$ cat src/include/pfcd_pkg.sv
package pfcd_pkg;
   // ***************************************************************
   // command offsets and codes
   // ***************************************************************
   localparam logic [11:0] ofs_unlock1   = 12'haaa;
   localparam logic [11:0] ofs_unlock2   = 12'h555;
   localparam logic [7:0]  code_unlock1  = 8'haa;
   localparam logic [7:0]  code_unlock2  = 8'h55;
   localparam logic [7:0]  code_program  = 8'ha0;
   localparam logic [7:0]  code_erase    = 8'h80;
   localparam logic [7:0]  code_sector   = 8'h50;
   localparam logic [7:0]  code_block    = 8'h30;
   localparam logic [7:0]  code_chip     = 8'h10;
   localparam logic [7:0]  code_query    = 8'h98;
   localparam logic [7:0]  code_ident    = 8'h90;
   localparam logic [7:0]  code_exit     = 8'hf0;
   localparam logic [7:0]  code_sec_prog = 8'ha5;
   localparam logic [7:0]  code_sec_lock = 8'h85;
   localparam logic [7:0]  code_lock_dat = 8'h00;
   localparam logic [7:0]  code_sec_read = 8'h88;
   localparam logic [20:0] addr_lock_st  = 21'h0000ff;
   localparam int          lock_bit      = 3;

   // ***************************************************************
   // host operations
   // ***************************************************************
   typedef enum logic [3:0] {
      op_program  = 4'h0,
      op_sector   = 4'h1,
      op_block    = 4'h2,
      op_chip     = 4'h3,
      op_query    = 4'h4,
      op_ident    = 4'h5,
      op_sec_read = 4'h6,
      op_sec_prog = 4'h7,
      op_sec_lock = 4'h8,
      op_exit     = 4'h9,
      op_exit_long = 4'ha,
      op_read     = 4'hb,
      op_hw_reset = 4'hc
   } pfcd_op_e;

   // ***************************************************************
   // bus timing, 100 MHz sys_clk
   // ***************************************************************
   localparam int clk_period_ns  = 10;
   localparam int setup_time_ns  = 30;   // address/data to strobe
   localparam int strobe_time_ns = 40;   // strobe low width
   localparam int read_cycle_time_ns = 70;
   localparam int reset_pulse_min_time_ns = 500;
   localparam int reset_high_to_read_time_ns = 50;
   localparam int setup_cyc  = (setup_time_ns + clk_period_ns - 1) / clk_period_ns;
   localparam int strobe_cyc = (strobe_time_ns + clk_period_ns - 1) / clk_period_ns;
   localparam int read_cyc   = (read_cycle_time_ns + clk_period_ns - 1) / clk_period_ns;
   localparam int rst_cyc    = (reset_pulse_min_time_ns + clk_period_ns - 1) / clk_period_ns;
   localparam int rhr_cyc    = (reset_high_to_read_time_ns + clk_period_ns - 1) / clk_period_ns;
   localparam int cnt_w      = 8;
endpackage : pfcd_pkg
$ cat src/design/pfcd_bus_cycle.sv
// ***************************************************************
// one asynchronous bus cycle: setup, strobe, hold
// ***************************************************************
module pfcd_bus_cycle (
   input  wire logic                    sys_clk,   // clock
   input  wire logic                    rst,       // sync reset
   input  wire logic                    start,     // begin a cycle
   input  wire logic                    is_write,  // write strobe instead of read
   input  wire logic [pfcd_pkg::cnt_w-1:0] strobe_len, // strobe width in cycles
   output logic                         strobe_we, // write strobe active
   output logic                         strobe_oe, // read strobe active
   output logic                         sample,    // last strobe cycle pulse
   output logic                         done       // cycle finished pulse
);
   typedef enum logic [1:0] {
      bc_idle = 2'b00, bc_setup = 2'b01, bc_strobe = 2'b10, bc_hold = 2'b11
   } pfcd_bc_e;

   pfcd_bc_e                     st_q, st_d;
   logic [pfcd_pkg::cnt_w-1:0]   cnt_q, cnt_d;
   logic                         wr_q, wr_d;

   // next state of the cycle sequencer
   always_comb begin
      st_d = st_q;
      cnt_d = cnt_q;
      wr_d = wr_q;
      unique case (st_q)
         bc_idle: begin
            if (start) begin
               st_d = bc_setup;
               wr_d = is_write;
               cnt_d = pfcd_pkg::cnt_w'(pfcd_pkg::setup_cyc - 1);
            end
         end
         bc_setup: begin
            if (cnt_q == '0) begin
               st_d = bc_strobe;
               cnt_d = strobe_len - 8'h01;
            end else begin
               cnt_d = cnt_q - 8'h01;
            end
         end
         bc_strobe: begin
            if (cnt_q == '0) st_d = bc_hold;
            else cnt_d = cnt_q - 8'h01;
         end
         bc_hold: st_d = bc_idle;
      endcase
   end

   always_ff @(posedge sys_clk) begin
      if (rst) begin
         st_q <= bc_idle;
         cnt_q <= '0;
         wr_q <= 1'b0;
      end else begin
         st_q <= st_d;
         cnt_q <= cnt_d;
         wr_q <= wr_d;
      end
   end

   assign strobe_we = (st_q == bc_strobe) && wr_q;
   assign strobe_oe = (st_q == bc_strobe) && !wr_q;
   assign sample = (st_q == bc_strobe) && (cnt_q == '0);
   assign done = (st_q == bc_hold);
endmodule : pfcd_bus_cycle

$ cat src/design/pfcd_host.sv
module pfcd_host (
   input  wire logic        sys_clk,      // 100 MHz clock
   input  wire logic        rst,          // sync reset, active high
   input  wire logic        req_valid,    // operation request
   input  wire logic [3:0]  req_op,       // pfcd_op_e code
   input  wire logic [20:0] req_addr,     // target address
   input  wire logic [7:0]  req_data,     // data byte
   output logic             req_ready,    // idle, request accepted
   output logic             rsp_valid,    // operation complete pulse
   output logic [7:0]       rsp_data,     // read data
   output logic             rsp_locked,   // last lock read said locked
   output logic [20:0]      flash_addr,   // address pins
   output logic [7:0]       flash_dq_o,   // data out
   output logic             flash_dq_oe_n, // low while host drives dq
   input  wire logic [7:0]  flash_dq_i,   // data in
   output logic             flash_ce_n,   // chip select
   output logic             flash_oe_n,   // output enable
   output logic             flash_we_n,   // write strobe
   output logic             flash_rst_n   // hardware reset
);
   // ***************************************************************
   // pin input sync
   // ***************************************************************
   logic [7:0] dq_m_q, dq_s_q;
   always_ff @(posedge sys_clk) begin
      dq_m_q <= flash_dq_i;
      dq_s_q <= dq_m_q;
   end

   // ***************************************************************
   // sequencer
   // ***************************************************************
   typedef enum logic [2:0] {
      s_idle = 3'b000, s_issue = 3'b001, s_wait = 3'b010,
      s_rst = 3'b011, s_rhr = 3'b100, s_resp = 3'b101
   } pfcd_st_e;

   pfcd_st_e          st_q, st_d;
   pfcd_pkg::pfcd_op_e op_q, op_d;
   logic [2:0]        idx_q, idx_d;       // index of the current bus cycle
   logic [20:0]       addr_q, addr_d;
   logic [7:0]        wdat_q, wdat_d;
   logic [7:0]        rdat_q, rdat_d;
   logic              lock_q, lock_d;
   logic [pfcd_pkg::cnt_w-1:0] cnt_q, cnt_d;
   logic              bc_start, bc_we, bc_oe, bc_sample, bc_done;
   logic [2:0]        n_cyc;              // cycles in this operation
   logic              cyc_wr;
   logic [20:0]       cyc_addr;
   logic [7:0]        cyc_dat;
   logic [7:0]        final_code;

   // final command byte of the operation
   always_comb begin
      unique case (op_q)
         pfcd_pkg::op_program:   final_code = pfcd_pkg::code_program;
         pfcd_pkg::op_sector:    final_code = pfcd_pkg::code_sector;
         pfcd_pkg::op_block:     final_code = pfcd_pkg::code_block;
         pfcd_pkg::op_chip:      final_code = pfcd_pkg::code_chip;
         pfcd_pkg::op_query:     final_code = pfcd_pkg::code_query;
         pfcd_pkg::op_ident:     final_code = pfcd_pkg::code_ident;
         pfcd_pkg::op_sec_read:  final_code = pfcd_pkg::code_sec_read;
         pfcd_pkg::op_sec_prog:  final_code = pfcd_pkg::code_sec_prog;
         pfcd_pkg::op_sec_lock:  final_code = pfcd_pkg::code_sec_lock;
         default:                final_code = pfcd_pkg::code_exit;
      endcase
   end

   // build the address/data of bus cycle idx_q; command offsets drive
   // only the low twelve bits, upper bits come from the request
   always_comb begin
      n_cyc = 3'd3;
      cyc_wr = 1'b1;
      cyc_addr = {addr_q[20:12], pfcd_pkg::ofs_unlock1};
      cyc_dat = pfcd_pkg::code_unlock1;
      unique case (op_q)
         pfcd_pkg::op_program, pfcd_pkg::op_sec_prog, pfcd_pkg::op_sec_lock: n_cyc = 3'd4;
         pfcd_pkg::op_sector, pfcd_pkg::op_block, pfcd_pkg::op_chip: n_cyc = 3'd6;
         pfcd_pkg::op_exit, pfcd_pkg::op_read: n_cyc = 3'd1;
         default: n_cyc = 3'd3;
      endcase
      if (op_q == pfcd_pkg::op_read) begin
         cyc_wr = 1'b0;
         cyc_addr = addr_q;
      end else if (op_q == pfcd_pkg::op_exit) begin
         cyc_addr = addr_q;                   // any address
         cyc_dat = pfcd_pkg::code_exit;
      end else begin
         unique case (idx_q)
            3'd1, 3'd4: begin
               cyc_addr = {addr_q[20:12], pfcd_pkg::ofs_unlock2};
               cyc_dat = pfcd_pkg::code_unlock2;
            end
            3'd2: cyc_dat = (n_cyc == 3'd6) ? pfcd_pkg::code_erase : final_code;
            3'd3: begin
               // fourth write: data, lock code or first unlock again
               if (op_q == pfcd_pkg::op_sec_lock) begin
                  cyc_addr = addr_q;
                  cyc_dat = pfcd_pkg::code_lock_dat;
               end else if (n_cyc == 3'd4) begin
                  cyc_addr = addr_q;
                  cyc_dat = wdat_q;
               end
            end
            3'd5: begin
               // region from the final write's address
               if (op_q != pfcd_pkg::op_chip) cyc_addr = addr_q;
               cyc_dat = final_code;
            end
            default: ;
         endcase
      end
   end

   function automatic logic pfcd_op_is_rst(input logic [3:0] op);
      pfcd_op_is_rst = (op == pfcd_pkg::op_hw_reset);
   endfunction : pfcd_op_is_rst

   // operation sequencing
   always_comb begin
      st_d = st_q;
      op_d = op_q;
      idx_d = idx_q;
      addr_d = addr_q;
      wdat_d = wdat_q;
      rdat_d = rdat_q;
      lock_d = lock_q;
      cnt_d = cnt_q;
      bc_start = 1'b0;
      unique case (st_q)
         s_idle: begin
            if (req_valid) begin
               op_d = pfcd_pkg::pfcd_op_e'(req_op);
               addr_d = req_addr;
               wdat_d = req_data;
               idx_d = 3'd0;
               if (pfcd_op_is_rst(req_op)) begin
                  st_d = s_rst;
                  cnt_d = pfcd_pkg::cnt_w'(pfcd_pkg::rst_cyc - 1);
               end else begin
                  st_d = s_issue;
               end
            end
         end
         s_issue: begin
            bc_start = 1'b1;
            st_d = s_wait;
         end
         s_wait: begin
            if (bc_sample && !cyc_wr) begin
               rdat_d = dq_s_q;
               if (addr_q == pfcd_pkg::addr_lock_st)
                  lock_d = !dq_s_q[pfcd_pkg::lock_bit];
            end
            if (bc_done) begin
               if (idx_q == n_cyc - 3'd1) begin
                  st_d = s_resp;
               end else begin
                  idx_d = idx_q + 3'd1;
                  st_d = s_issue;
               end
            end
         end
         s_rst: begin
            if (cnt_q == '0) begin
               st_d = s_rhr;
               cnt_d = pfcd_pkg::cnt_w'(pfcd_pkg::rhr_cyc - 1);
            end else begin
               cnt_d = cnt_q - 8'h01;
            end
         end
         s_rhr: begin
            if (cnt_q == '0) st_d = s_resp;    // caller may now reissue aborted work
            else cnt_d = cnt_q - 8'h01;
         end
         s_resp: st_d = s_idle;
         default: st_d = s_idle;
      endcase
   end

   always_ff @(posedge sys_clk) begin
      if (rst) begin
         st_q <= s_idle;
         op_q <= pfcd_pkg::op_read;
         idx_q <= 3'd0;
         addr_q <= '0;
         wdat_q <= '0;
         rdat_q <= '0;
         lock_q <= 1'b0;
         cnt_q <= '0;
      end else begin
         st_q <= st_d;
         op_q <= op_d;
         idx_q <= idx_d;
         addr_q <= addr_d;
         wdat_q <= wdat_d;
         rdat_q <= rdat_d;
         lock_q <= lock_d;
         cnt_q <= cnt_d;
      end
   end

   pfcd_bus_cycle u_cycle (
      .sys_clk    (sys_clk),
      .rst        (rst),
      .start      (bc_start),
      .is_write   (cyc_wr),
      .strobe_len (cyc_wr ? pfcd_pkg::cnt_w'(pfcd_pkg::strobe_cyc)
                          : pfcd_pkg::cnt_w'(pfcd_pkg::read_cyc)),
      .strobe_we  (bc_we),
      .strobe_oe  (bc_oe),
      .sample     (bc_sample),
      .done       (bc_done)
   );

   // ***************************************************************
   // registered pins and answers
   // ***************************************************************
   always_ff @(posedge sys_clk) begin
      if (rst) begin
         flash_addr <= '0;
         flash_dq_o <= '0;
         flash_dq_oe_n <= 1'b1;
         flash_ce_n <= 1'b1;
         flash_oe_n <= 1'b1;
         flash_we_n <= 1'b1;
         flash_rst_n <= 1'b1;
         req_ready <= 1'b0;
         rsp_valid <= 1'b0;
         rsp_data <= '0;
         rsp_locked <= 1'b0;
      end else begin
         flash_addr <= cyc_addr;
         flash_dq_o <= cyc_dat;
         flash_dq_oe_n <= !(st_q == s_wait && cyc_wr);
         flash_ce_n <= !(st_q == s_wait || st_q == s_issue);
         flash_oe_n <= !bc_oe;                      // never low with we
         flash_we_n <= !bc_we;
         flash_rst_n <= !(st_q == s_rst);
         req_ready <= (st_d == s_idle);
         rsp_valid <= (st_q == s_resp);
         rsp_data <= rdat_q;
         rsp_locked <= lock_q;
      end
   end

   // ***************************************************************
   // checks
   // ***************************************************************
   we_oe_excl_a: assert property (@(posedge sys_clk) disable iff (rst)
      !(!flash_we_n && !flash_oe_n)) else $error("write and read strobe together");
   rst_width_a: assert property (@(posedge sys_clk) disable iff (rst)
      $fell(flash_rst_n) |-> !flash_rst_n [*8]) else $error("reset pulse short");
   rst_rhr_a: assert property (@(posedge sys_clk) disable iff (rst)
      $rose(flash_rst_n) |-> flash_oe_n [*5]) else $error("read too soon after reset");
   unlock1_a: assert property (@(posedge sys_clk) disable iff (rst)
      (st_q == s_wait && bc_we && idx_q == 3'd0 && op_q != pfcd_pkg::op_exit
       && op_q != pfcd_pkg::op_read) |-> cyc_dat == 8'haa && cyc_addr[11:0] == 12'haaa)
      else $error("bad first unlock");
   unlock2_a: assert property (@(posedge sys_clk) disable iff (rst)
      (bc_we && idx_q == 3'd1) |-> cyc_dat == 8'h55 && cyc_addr[11:0] == 12'h555)
      else $error("bad second unlock");
   erase_cmd_a: assert property (@(posedge sys_clk) disable iff (rst)
      (bc_we && idx_q == 3'd2 && op_q == pfcd_pkg::op_chip) |-> cyc_dat == 8'h80)
      else $error("erase setup missing");
   chip_addr_a: assert property (@(posedge sys_clk) disable iff (rst)
      (bc_we && idx_q == 3'd5 && op_q == pfcd_pkg::op_chip)
      |-> cyc_addr[11:0] == 12'haaa && cyc_dat == 8'h10) else $error("bad chip erase");
   lock_dat_a: assert property (@(posedge sys_clk) disable iff (rst)
      (bc_we && idx_q == 3'd3 && op_q == pfcd_pkg::op_sec_lock) |-> cyc_dat == 8'h00)
      else $error("bad lock-out data");
   resp_a: assert property (@(posedge sys_clk) disable iff (rst)
      rsp_valid |-> flash_ce_n && flash_we_n) else $error("bus held at answer");
   cov_prog_c: cover property (@(posedge sys_clk) st_q == s_resp && op_q == pfcd_pkg::op_program);
   cov_chip_c: cover property (@(posedge sys_clk) st_q == s_resp && op_q == pfcd_pkg::op_chip);
   cov_rst_c:  cover property (@(posedge sys_clk) st_q == s_resp && op_q == pfcd_pkg::op_hw_reset);
endmodule : pfcd_host

$ cat config.mk
export PLATFORM = sky130hd
export DESIGN_NAME = pfcd_host
export DESIGN_NICKNAME = d
export VERILOG_FILES = /design/src/include/pfcd_pkg.sv /design/src/design/pfcd_bus_cycle.sv /design/src/design/pfcd_host.sv
export SDC_FILE = /design/constraint.sdc
export NUM_CORES = 1
export LEC_CHECK = 0
export BUFFER_PORTS_ARGS = -buffer_cell sky130_fd_sc_hd__buf_4
export CORE_ASPECT_RATIO = 1.75
export CORE_MARGIN = 10
export CORE_UTILIZATION = 54
export CTS_CLUSTER_DIAMETER = 50
export DETAILED_ROUTE_END_ITERATION = 12
export GPL_ROUTABILITY_DRIVEN = 0
export GPL_TIMING_DRIVEN = 0
export PLACE_DENSITY = 0.81
export SYNTH_ARGS = -nofsm -noshare
export SYNTH_HDL_FRONTEND = slang
export SYNTH_SLANG_ARGS = --single-unit
$ cat constraint.sdc
create_clock -name sys_clk -period 4.6 [get_ports sys_clk]
set_input_delay 0 -clock sys_clk [delete_from_list [all_inputs] [get_ports sys_clk]]
set_output_delay 0 -clock sys_clk [all_outputs]
set_load 0.05 [all_outputs]
== Yosys cells after proc, flatten, opt, wreduce, memory -nomap -nowiden ==
Memory sizes are Yosys's and may differ from the RTL's. A register that Yosys moved wholly into a read port is not among the register bits.
Index checks and enable logic that the tools add are counted.
W data, S select, Z words.
Operators by class
  add/subtract/negate cells: 5
  eq/ne operators: 31
  mux-type cells: 43
  reduce and logical (&&, ||, !) cells: 32
Operators by type and width (number)
  $mux W8: 12
  $mux W12: 5
  $pmux W8 S3: 2
  $pmux W12 S3: 1
  $pmux W8 S4: 1
  $mux W3: 8
  $eq A21 B8 Y1 const B: 1
  $eq A3 B3 Y1 const B: 6
  $eq A4 B4 Y1 const B: 4
  $logic_not A8 Y1: 2
  $mux W4: 4
  $ne A2 B2 Y1 const B: 8
  $sub A8 B1 Y8 const B: 2
  $pmux W3 S5: 1
  $eq A3 B2 Y1 const B: 4
  $mux W2: 5
  $reduce_and A3 Y1: 3
  $pmux W2 S4: 1
  $reduce_and A4 Y1: 2
  $logic_not A1 Y1: 7
  $eq A3 B1 Y1 const B: 2
  $logic_not A3 Y1: 2
  $pmux W3 S2: 1
  $reduce_and A2 Y1: 3
  16 further kinds: 24
Word-level totals
  register bits after elaboration: 128
  bits in read-only memories: 160
  input port bits: 44
  memories kept: 2
Memory list
  (no name shown): words 16, bits a word 7, read ports 1, clocked after Yosys merged registers in 1, wr ports 0, RTL line pfcd_host.sv:55  | unique case (op_q)
  (no name shown): words 16, bits a word 3, read ports 1, clocked after Yosys merged registers in 1, wr ports 0, RTL line pfcd_host.sv:76  | unique case (op_q)

== Depth between registers and ports, before layout ==
Gate-level depths: netlist (run 1).
  depth in word-level cells: 6
  mapped depth: 8
  depth with buffers taken out: 7

== By module ==
A second synthesis (run 1) with hierarchy kept.
Unflattened totals
  cells, all modules: 659
  area, all modules: 5843.1 µm²
Modules (own cells, without submodules)
  pfcd_host: instances 1, cells an instance 524, area an instance 4808.4 µm², sequential area each 2522.4 µm²
  pfcd_bus_cycle: instances 1, cells an instance 135, area an instance 1034.7 µm², sequential area each 220.2 µm²

== Least setup slack after synthesis (run 1) ==
Ideal clock, no wire load.
  kind: reg2reg
  from: register u_cycle.cnt_q[0] (netlist bit)
  to: register lock_q
  setup time: 0.121 ns
  data arrival time: 2.184 ns
  required time: 4.479 ns
  path slack: 2.295 ns
  cell stages (with the launch flop): 9
  buffers on the path: 1
  clock period less this slack: 2.305 ns
  cell sequence: dfxtp_1 > inv_1 > ha_1 > or4b_4 > or4_4 > buf_6 > nor2_8 > nand4_2 > mux2_4
On the way
  longest elaborated chain between the ends: 4
RTL lines
  from (decl): RTL line pfcd_bus_cycle.sv:20  | logic [pfcd_pkg::cnt_w-1:0] cnt_q, cnt_d;
  from (signal assigned): RTL line pfcd_bus_cycle.sv:59  | cnt_q <= cnt_d;
  $logic_not A8 Y1: RTL line pfcd_bus_cycle.sv:66  | assign sample = (st_q == bc_strobe) && (cnt_q == '0);
  $logic_and A1 B1 Y1: RTL line pfcd_bus_cycle.sv:66
  $logic_and A1 B1 Y1: RTL line pfcd_host.sv:150  | if (bc_sample && !cyc_wr) begin
  $reduce_and A3 Y1 (no line)
  to (signal assigned): RTL line pfcd_host.sv:198  | lock_q <= lock_d;
  to (decl): RTL line pfcd_host.sv:44  | logic lock_q, lock_d;
No other way between the ends.
A chain may end at the register's enable or synchronous reset.

== Worst setup path after layout (run 1) ==
  from: register st_q[2]
  to: register final_code[5] (netlist name)
On the way
  longest elaborated chain between the ends: 4
RTL lines
  from (decl): RTL line pfcd_host.sv:38  | pfcd_st_e st_q, st_d;
  from (signal assigned): RTL line pfcd_host.sv:183  | st_q <= s_idle;
  from (signal assigned): RTL line pfcd_host.sv:192  | st_q <= st_d;
  $logic_not A3 Y1: RTL line pfcd_host.sv:130  | unique case (st_q)
  $reduce_and A2 Y1 (no line)
  $mux W4 (no line) (2 in a row)
No other way between the ends.

==> results of run 1 <==
-- layer usage --
metal / up-vias / wire length (um) / global-route usage, % / part of all wire (%)
li1: 2404 / - / - / -
met1: 2418 / 5520 / 20.5 / 35
met4: 0 / 738 / 12.6 / 4.7
met5: - / 0 / 0 / 0
met2: 247 / 8520 / 38.8 / 54
met3: 78 / 1020 / 6.82 / 6.4
-- synthesized netlist by cell type, types with 5 or more instances --
cell type / n
buf_4: 5
nand2_1: 108
a31oi_1: 6
nor2b_1: 21
nand3b_1: 7
mux2i_1: 10
ha_1: 17
dfxtp_1: 137
inv_1: 16
clkbuf_1: 21
nor3_1: 15
nand3_1: 10
nor2_1: 32
o21ai_0: 27
a21oi_1: 64
nor4_1: 7
-- power by group --
| part | total, mW | internal, mW | switching, mW |
|---|---|---|---|
| registers | 1.36 | 1.29 | 0.0724 |
| logic | 0.845 | 0.326 | 0.518 |
| clock network | 1.38 | 0.826 | 0.551 |
-- cell type report --
type	instances	area (um^2)	share of cell area [%]
sequential	137	2740	37.6
multi-input combinational	417	2510	34.4
timing repair buffer	129	1070	14.7
clock buffer	18	439	6.02
clock inverter	14	161	2.21
tap	125	156	2.14
buffer	32	151	2.07
inverter	17	63.8	0.874
-- critical path: stages, from the launching register on --
cell and delay (ns):
dfxtp_1 0.30, buf_4 0.15, or4b_1 0.51, buf_2 0.17, and2_1 0.19, a211oi_4 0.20, dlygate4sd3_1 0.71, inv_2 0.11
a211o_1 0.27, nand2_1 0.07
-- cells by family (layout without fill, tap and decap cells) --
family	Yosys count	count (layout)	synth area share [%]
mux	12	12	2.31
fa+ha+maj	17	17	3.89
simple gates	243	243	22.9
xor+xnor	4	4	0.892
compound gates	141	141	15.9
buf+inv	49	210	3.94
flops	137	137	50.1
-- state kept, by name (all words and copies together) (netlist names), 2 cells and up --
| signal | cells |
|---|---|
| u_cycle.st_q | 2 |
| idx_q | 3 |
| flash_addr | 21 |
| dq_m_q | 8 |
| addr_q | 21 |
| u_cycle.cnt_q | 8 |
| final_code | 6 |
| rsp_data | 8 |
| cnt_q | 8 |
| rdat_q | 8 |
| dq_s_q | 8 |
| wdat_q | 8 |
| flash_dq_o | 8 |
| n_cyc | 3 |
| op_q | 4 |
| st_q | 3 |
-- stage by stage --
step | utilization [%] | hold slack, ns | cells | instance area [um^2] | total power [mW]
after floorplan | - | 0.0277 | 603 | 5470 | 1.95
after global placement | 63.4 | 0.105 | 816 | 6290 | 2.14
after detailed placement | 63.4 | 0.106 | 816 | 6290 | 2.17
after CTS | 73.6 | 0.00679 | 889 | 7300 | 3.57
after global routing | 73.6 | 0.0424 | 889 | 7300 | 3.72
final | 73.6 | 0.0244 | 889 | 7300 | 3.58
-- worst max path at each step --
stage / to / from / depth (start not counted)
after floorplan: lock_q$_SDFFE_PP0P_ / u_cycle.cnt_q[0]$_SDFFE_PP0P_ / 8
after global placement: lock_q$_SDFFE_PP0P_ / u_cycle.cnt_q[0]$_SDFFE_PP0P_ / 8
after detailed placement: lock_q$_SDFFE_PP0P_ / st_q[1]$_SDFF_PP0_ / 5
after CTS: final_code[5]$_DFF_P_ / st_q[2]$_SDFF_PP0_ / 9
after global routing: lock_q$_SDFFE_PP0P_ / st_q[1]$_SDFF_PP0_ / 5
final: final_code[5]$_DFF_P_ / st_q[2]$_SDFF_PP0_ / 9
==> impl_results.md, run 1 <==
* Starting density of the core at 55.2%
* Initial DRC count at 375
* TritonCTS clock tree: built
* Hold depth at 3
* Initial antenna violation count at 0
* Mean Syn Cell Area at 9.07 um^2
* Post-cts resize count at 0
* CP max FO at 10
* Top-area cell type share of the netlist area at 50.1%
* Routed WL at 15,800 um
* Drt drc at 0
* Worst-Margin Slew at 1.02 ns
* Reg clk slew, reported paths at 0.06 ns
* Ys Warns at 0
* DIE AREA at 14,700 um^2
* Post-cts hold buffer count at 41
* Clk root buf: clkbuf_16
* Max Clock Freq at 366 MHz
* Arrival time worst endpoint at 3.10 ns
* Worst slack, placed at 2.02 ns
* CTS sink count at 137
* Post-Syn Area at 5470 um^2
* DR pass1 iterations at 5
* Fin crit share at 59.5%
* Hold Crit Class: input port to register
* Layout cell share with drive strength beyond 1 at 19.4%
* Commonest non-fill, non-tap cells in the layout: dfxtp_1, nand2_1, buf_4
* # port buffers at 88
* Setup TNS at 0 ns
* Vias at 5,147
* Post-synth ARST share at 0%
* Hold Violations, Final at 0
* LEAKAGE at 3.00 nW
* Rel. slew slack at 32.1%
* Largest net degree at the start of global routing at 17
* GRT Resource Usage Total at 21.7%
* Peak VDD IR at 0.376 mV
* Worst r2r path cells at 9
* Unrepaired setup endpoints after global routing: false
* DR WL/cell at 17.8 um
* Status: finished, final reports clean
* Commonest non-fill, non-tap cell in the layout: dfxtp_1
* Filler Cell Count at 692
* # diodes at 0
* H-Tree Level Count at 4
* Worst Skew at 0.00619 ns
* FF-to-FF Start: st_q[2]$_SDFF_PP0_
* Yosys top cell by area: dfxtp_1
* CP required at 4.97 ns
* Vias per std cell at 5.79
* Overflow after GRT at 0
* Row count at 48
* Layout area overhead at 33.4%
* Top FF cell, synth: dfxtp_1
* Routed Antenna Nets at 0
* DIE WIDTH at 96.1 um
* Hold Path Origin: req_op[0]
* PwrDens at 491 nW/um^2
* RR Endpoint: final_code[5]$_DFF_P_
* Top cells by area, synth: dfxtp_1, nand2_1, a21oi_1, ha_1, o21ai_0
* Total Nets Final at 812
* CTS Buf Count at 17
* Worst Hold Endpoint: op_q[0]$_SDFFE_PP1P_
* I/O pin total at 89
* Setup violators final at 0
* Number of global-route vias before repair at 5,477
* Core box area at 9910 um^2
* Vert. Die Dim at 153 um
* Setup ws final at 1.86 ns
* Reg2reg setup slack at 1.86 ns
* Seq/Total Area, Yosys at 50.1%
* Minimum clock period at 2.74 ns
* CP Launch Type: register
* Max Cap Violations at 0
* Worst skew pair latency at 0.42 ns
* CP Class: register to register
* Post-Syn Instances at 603
* Post-synth EDFFs at 0
* Clock Path Buffers at 2
* Syn_nets at 664
* Max-slew violations at 0
* First-pass GRT wire length at 25,400 um
* Buffer count from post-CTS setup fixing at 0
* Yosys cell types at 69
* Crit end category: register
* Hpwl dp at 10,600 um
* Synth Register Bits at 137
Power figures use the tool's default switching activity.
==> run 2, diff against run 1 <==
- CORE_UTILIZATION: 54 -> 50
- PLACE_DENSITY: 0.81 -> 0.79
- clock period: 4.6 -> 2.4 ns (I/O delays scaled with it)
==> run 2 against run 1 <==
  * First-iteration DRC count fell by 12%
  * Clock skew shrank 0.00061 ns
  * Register-to-register slack lost 1.8 ns
  * Non-clock buffer count is 4 higher
  * Critical path depth unchanged
  * Power grew 89%
  * Sequential power increased by 91%
  * Combinational power increased by 92%
  * Utilization down 4.8 points
  * Critical endpoint is now rdat_q[1]$_SDFFE_PP0P_
  * Die area increased by 6.6%
  * Clock power increased by 85%
==> impl_results.md, run 2 (synthesis gave the netlist of run 1 again) <==
* Worst skew pair latency at 0.41 ns
* Clock Path Buffers at 2
* CTS Buf Count at 17
* Switching share of power at 30.8%
* Critical path launch point: u_cycle.cnt_q[0]$_SDFFE_PP0P_
* Worst r2r path cells at 9
* Core box area at 10,700 um^2
* Commonest non-fill, non-tap cell in the layout: dfxtp_1
* Max incr delay on CP at 0.48 ns
* Max Cap Violations at 0
* Minimum clock period at 2.33 ns
* I/O pin total at 89
* # diodes at 0
* Layout cell share with drive strength beyond 1 at 21.1%
* Arrival time worst endpoint at 2.60 ns
* Filler Cell Count at 781
* CP max FO at 4
* Max-slew violations at 0
* H-Tree Level Count at 4
* Routed WL at 15,200 um
* Cells along the critical path: inv_4 > ha_4 > or4b_4 > or4_4 > buf_6 > nor2_8 > buf_6 > mux2i_2 > nor2_1
* Commonest non-fill, non-tap cells in the layout: dfxtp_1, nand2_1, buf_4
* GRT Resource Usage Total at 19.1%
* Setup ws final at 0.0665 ns
* Worst Hold Endpoint: op_q[0]$_SDFFE_PP1P_
* Setup TNS at 0 ns
* Routed Antenna Nets at 0
* Pint at 4.69 mW
* FF-to-FF Start: u_cycle.cnt_q[0]$_SDFFE_PP0P_
* CP Class: register to register
* Clk root buf: clkbuf_16
* Initial antenna violation count at 0
* Placed Cells at 821
* Hpwl dp at 10,600 um
* DIE AREA at 15,700 um^2
* Hold Path Origin: req_op[0]
* Worst slack, placed at -0.254 ns
* Drt drc at 0
* Overflow after GRT at 0
* RR Endpoint: rdat_q[1]$_SDFFE_PP0P_
* Number of global-route vias before repair at 5,102
* Slowest cell on the critical path: or4b_4
* Initial DRC count at 331
* Crit end category: register
* Total Nets Final at 816
* NetSw at 2.09 mW
* # port buffers at 88
* Vert. Die Dim at 158 um
* Worst-Margin Slew at 0.715 ns
* Reg2reg setup slack at 0.07 ns
* Max Clock Freq at 429 MHz
* Setup violators final at 0
* Comb pwr share at 24.0%
* CP Launch Type: register
* Hold depth at 3
* Biggest regs: addr_q (21), flash_addr (21)
* Vias per std cell at 5.61
* CTS sink count at 137
* Hold Crit Class: input port to register
* Seq pwr share at 38.4%
* Vias at 5,035
* Post-route insts no fill at 897
* Unrepaired setup endpoints after global routing: true
* DR pass1 iterations at 6
* DR WL/cell at 16.9 um
* TritonCTS clock tree: built
* First-pass GRT wire length at 24,400 um
* LEAKAGE at 3.02 nW
* PwrDens at 920 nW/um^2
* Peak VDD IR at 0.669 mV
* Starting density of the core at 51.1%
* Row count at 50
* Clock group share of total power at 37.6%
* Most frequent CP cell: buf_6
* Layout area overhead at 34.7%
* Largest net degree at the start of global routing at 17
* Fin crit share at 97.2%
* Worst Skew at 0.00558 ns
* Hold Violations, Final at 0
* Reg clk slew, reported paths at 0.06 ns
* DIE WIDTH at 99.1 um
* CP required at 2.67 ns
* Status: finished, final reports clean
* Rel. slew slack at 51.9%
==> run 2: what timing repair did <==
action / 4_1_cts / 5_1_grt
setup buffers: 3 / 1
pin swaps: 1 / 1
hold buffers: 41 / 0
resized for setup: 2 / 16
hold endpoints to repair: 44 / 0
setup endpoints to repair: 16 / 30
==> run 2: worst max-delay path: cells and delay by family, from the launching register on <==
family / cells / cell delay (ns)
flip-flops: 1 / 0.34
adder cells (fa/ha/maj): 1 / 0.14
multiplexers: 1 / 0.21
buffers and inverters: 3 / 0.36
AND/OR/NAND/NOR: 4 / 1.13
==> run 2: metrics by stage <==
| step | power, mW | hold WS [ns] | util [%] | instance area, um^2 |
|---|---|---|---|---|
| 4_1_cts | 6.75 | 0.0257 | 68.4 | 7320 |
| 3_3_place_gp | 4.10 | 0.105 | 58.8 | 6290 |
| 3_5_place_dp | 4.15 | 0.106 | 58.8 | 6290 |
| 2_1_floorplan | 3.73 | 0.0277 | - | 5470 |
| 5_1_grt | 7.05 | 0.0731 | 68.9 | 7370 |
| 6_report | 6.78 | 0.0467 | 68.9 | 7370 |
==> run 2: worst max-delay path by stage <==
stage / endpoint / cells past startpoint
2_1_floorplan: lock_q$_SDFFE_PP0P_ / 8
3_3_place_gp: lock_q$_SDFFE_PP0P_ / 5
5_1_grt: rdat_q[7]$_SDFFE_PP0P_ / 9
6_report: rdat_q[1]$_SDFFE_PP0P_ / 9
4_1_cts: lock_q$_SDFFE_PP0P_ / 8
3_5_place_dp: lock_q$_SDFFE_PP0P_ / 5
==> run 2: area by class of cell <==
cell class                 instances  area, um^2  share of cell area, %
clock buffer                      20         457                   6.20
tap                              130         163                   2.21
timing repair buffer             133        1110                   15.0
clock inverter                    11         123                   1.66
inverter                          17        66.3                  0.900
buffer                            32         153                   2.07
multi-input combinational        417        2550                   34.7
sequential                       137        2740                   37.2
==> run 2: metal layers <==
layer	GRT usage, %	share of wire [%]	up-vias
met4	8.64	3.5	0
met5	0	0	-
li1	-	-	2413
met1	18.4	36	2390
met2	36.4	55	191
met3	5.30	5.9	41
==> run 2: power groups by stage <==
stage	Combinational (mW)	Clock, mW	Sequential [mW]
after global routing	1.77	2.66	2.63
after detailed placement	1.51	0	2.64
final	1.62	2.55	2.60
after floorplan	0.944	0	2.79
after CTS	1.58	2.57	2.60
after global placement	1.47	0	2.64
==> run 3, diff against run 2 <==
- ABC_AREA: not set -> 1
- CAP_MARGIN: not set -> 40
- CORE_UTILIZATION: 50 -> 51
- PLACE_DENSITY: 0.79 -> 0.8
==> run 3 against run 2 <==
  * Register-to-register slack gained 0.39 ns
  * Largest power group unchanged
  * Via count up 8.9%
  * Power increased by 7.9%
  * Synthesized cell count is 25% higher
  * Critical path type unchanged
  * Sequential share of layout area is 0.66 points lower
  * Sequential power grew 5%
  * Clock power is 7% lower
  * Global-route usage increased by 1.4 points
==> impl_results.md, run 3 <==
* Yosys top cell by area: dfxtp_1
* Layout cell share with drive strength beyond 1 at 17.8%
* Most numerous cell in the Yosys netlist: nand2_1
* Top-area cell type share of the netlist area at 47.9%
* Mean Syn Cell Area at 7.60 um^2
* GRT Resource Usage Total at 20.5%
* TritonCTS clock tree: built
* I/O pin total at 89
* # port buffers at 88
* Critical path launch point: op_q[1]$_SDFFE_PP1P_
* Worst skew pair latency at 0.42 ns
* Seq/Total Area, Yosys at 47.9%
* First-pass GRT wire length at 26,700 um
* Core box area at 11,000 um^2
* Post-layout instance area at 7500 um^2
* Post-Syn Area at 5720 um^2
* CTS Buf Count at 17
* Top cells by area, synth: dfxtp_1, nand2_1, a21oi_1, o21ai_0, inv_1
* FF-to-FF Start: op_q[1]$_SDFFE_PP1P_
* Yosys cell types at 36
* Vias per std cell at 5.24
* Hold Path Origin: req_valid
* PwrDens at 975 nW/um^2
* Overflow after GRT at 0
* Dpl cell area at 6550 um^2
* Max-slew violations at 0
* DR WL/cell at 15.5 um
* Fin crit share at 81.1%
* Ys Warns at 0
* Commonest non-fill, non-tap cells in the layout: nand2_1, dfxtp_1, inv_1
* Row count at 51
* Top FF cell, synth: dfxtp_1
* Worst-Margin Slew at 0.724 ns
* Multiplexer share of the synthesized area at 0%
* DR pass1 iterations at 5
* Vert. Die Dim at 160 um
* Hold Violations, Final at 0
* Minimum clock period at 1.95 ns
* Max Cap Violations at 0
* CP required at 2.71 ns
* Syn_nets at 814
* Unrepaired setup endpoints after global routing: false
* Seq pwr share at 37.3%
* LEAKAGE at 3.42 nW
* Initial DRC count at 289
* Synth Register Bits at 137
* Layout area overhead at 31.0%
* Pint at 4.62 mW
* Slowest cell on the critical path: nor2_1
* Synth top cells by count: nand2_1, dfxtp_1, inv_1
* CP Class: register to register
* Biggest regs: addr_q (21), flash_addr (21)
* Hold Crit Class: input port to register
* Commonest non-fill, non-tap cell in the layout: nand2_1
* Peak VDD IR at 0.692 mV
* Reg2reg setup slack at 0.45 ns
* Post-synth ARST share at 0%
* Clock group share of total power at 32.5%
* Combinational family with the most area after synthesis: simple AND/OR/NAND/NOR gates
* Synth Area in Compound Gates at 15.7%
* Max incr delay on CP at 0.55 ns
* Routed Antenna Nets at 0
* Rel. slew slack at 51.7%
* Reg clk slew, reported paths at 0.06 ns
* Total Nets Final at 962
* CP max FO at 10
* Status: finished, final reports clean
* CTS sink count at 137
* Post-Synth Simple-Gate Area at 22.8%
* Number of global-route vias before repair at 5,697
* Post-synth EDFFs at 0
* Setup violators final at 0
* Drt drc at 0
* XOR/XNOR Fraction of Synth Area at 1.07%
* Setup TNS at 0 ns
* Post-Syn Instances at 753
* Comb pwr share at 30.2%
* Hpwl dp at 11,200 um
* Starting density of the core at 51.8%
* Worst Skew at 0.00717 ns
* CP Launch Type: register
* NetSw at 2.70 mW
* Max Clock Freq at 514 MHz
* Largest net degree at the start of global routing at 17
* Hold depth at 3
* Clk root buf: clkbuf_16
* Crit end category: register
* Cells along the critical path: nand2_1 > nor2_1 > nand4_2 > buf_2 > o21ai_1 > a21oi_1
* Routed WL at 16,300 um
* Clock Path Buffers at 2
* H-Tree Level Count at 4
* Worst r2r path cells at 6
* Switching share of power at 36.9%
* Arrival time worst endpoint at 2.25 ns
* Initial antenna violation count at 1
* DIE AREA at 16,000 um^2
* DIE WIDTH at 100 um
* Vias at 5,484
* Buffer count from post-CTS setup fixing at 0
* Adder-Cell Fraction of Synth Area at 3.72%
## run 3: stage by stage
stage	cells	hold WS, ns	total power, mW	utilization [%]	setup slack (ns)
after global placement	973	0.105	4.83	59.3	0.563
after detailed placement	973	0.106	4.86	59.3	0.549
after floorplan	753	0.0277	4.28	-	0.830
final	1047	0.0439	7.31	67.9	0.455
after global routing	1047	0.0691	7.68	67.9	0.295
after CTS	1046	0.0359	7.28	67.9	0.519
## run 3: repair_timing
action	CTS	global route
endpoints found under the hold margin	50	0
hold buffers	41	0
setup endpoints to repair	0	0
gates resized for setup	0	0
## run 3: cell type report
cell class | count | area (um^2)
timing repair buffer | 129 | 1070
multi-input combinational | 484 | 2480
inverter | 108 | 405
clock buffer | 19 | 443
clock inverter | 13 | 93.8
fill | 849 | 3540
antenna | 1 | 2.50
tap | 132 | 165
buffer | 24 | 97.6
sequential | 137 | 2740
## run 3: metal layers
| metal | wire length [um] | GRT usage (%) | vias up |
|---|---|---|---|
| li1 | - | - | 2724 |
| met5 | 0 | 0 | - |
| met2 | 9260 | 38.9 | 187 |
| met3 | 782 | 4.49 | 51 |
| met4 | 638 | 12.3 | 0 |
| met1 | 5570 | 18.8 | 2522 |
## run 3: kinds of logic (layout without fill, tap and decap cells)
group                    after synthesis  after routing
AO/OA/AOI/OAI                        172            172
XOR/XNOR                               7              7
buffers and inverters                132            293
adder cells (fa/ha/maj)               17             17
AND/OR/NAND/NOR                      288            288
other                                  0              1
flip-flops                           137            137
## run 3: path summary, 6_finish.rpt
check | endpoint
max reg2reg | rdat_q[7]$_SDFFE_PP0P_
min | op_q[1]$_SDFFE_PP1P_
max | rdat_q[7]$_SDFFE_PP0P_
min reg2reg | dq_s_q[6]$_DFF_P_
## run 3: critical path: cells and delay by family, from the launching register on
| family | cells | cell delay, ns |
|---|---|---|
| DFF | 1 | 0.42 |
| and+or+nand+nor | 3 | 0.94 |
| buffers and inverters | 1 | 0.26 |
| AOI/OAI and AO/OA | 2 | 0.22 |
## run 3: power groups by stage
stage	clock network, mW	registers (mW)	logic [mW]
floorplan	0	3.05	1.23
finish	2.38	2.73	2.21
global placement	0	2.76	2.07
detailed placement	0	2.76	2.10
global route	2.49	2.75	2.44
CTS	2.38	2.72	2.19
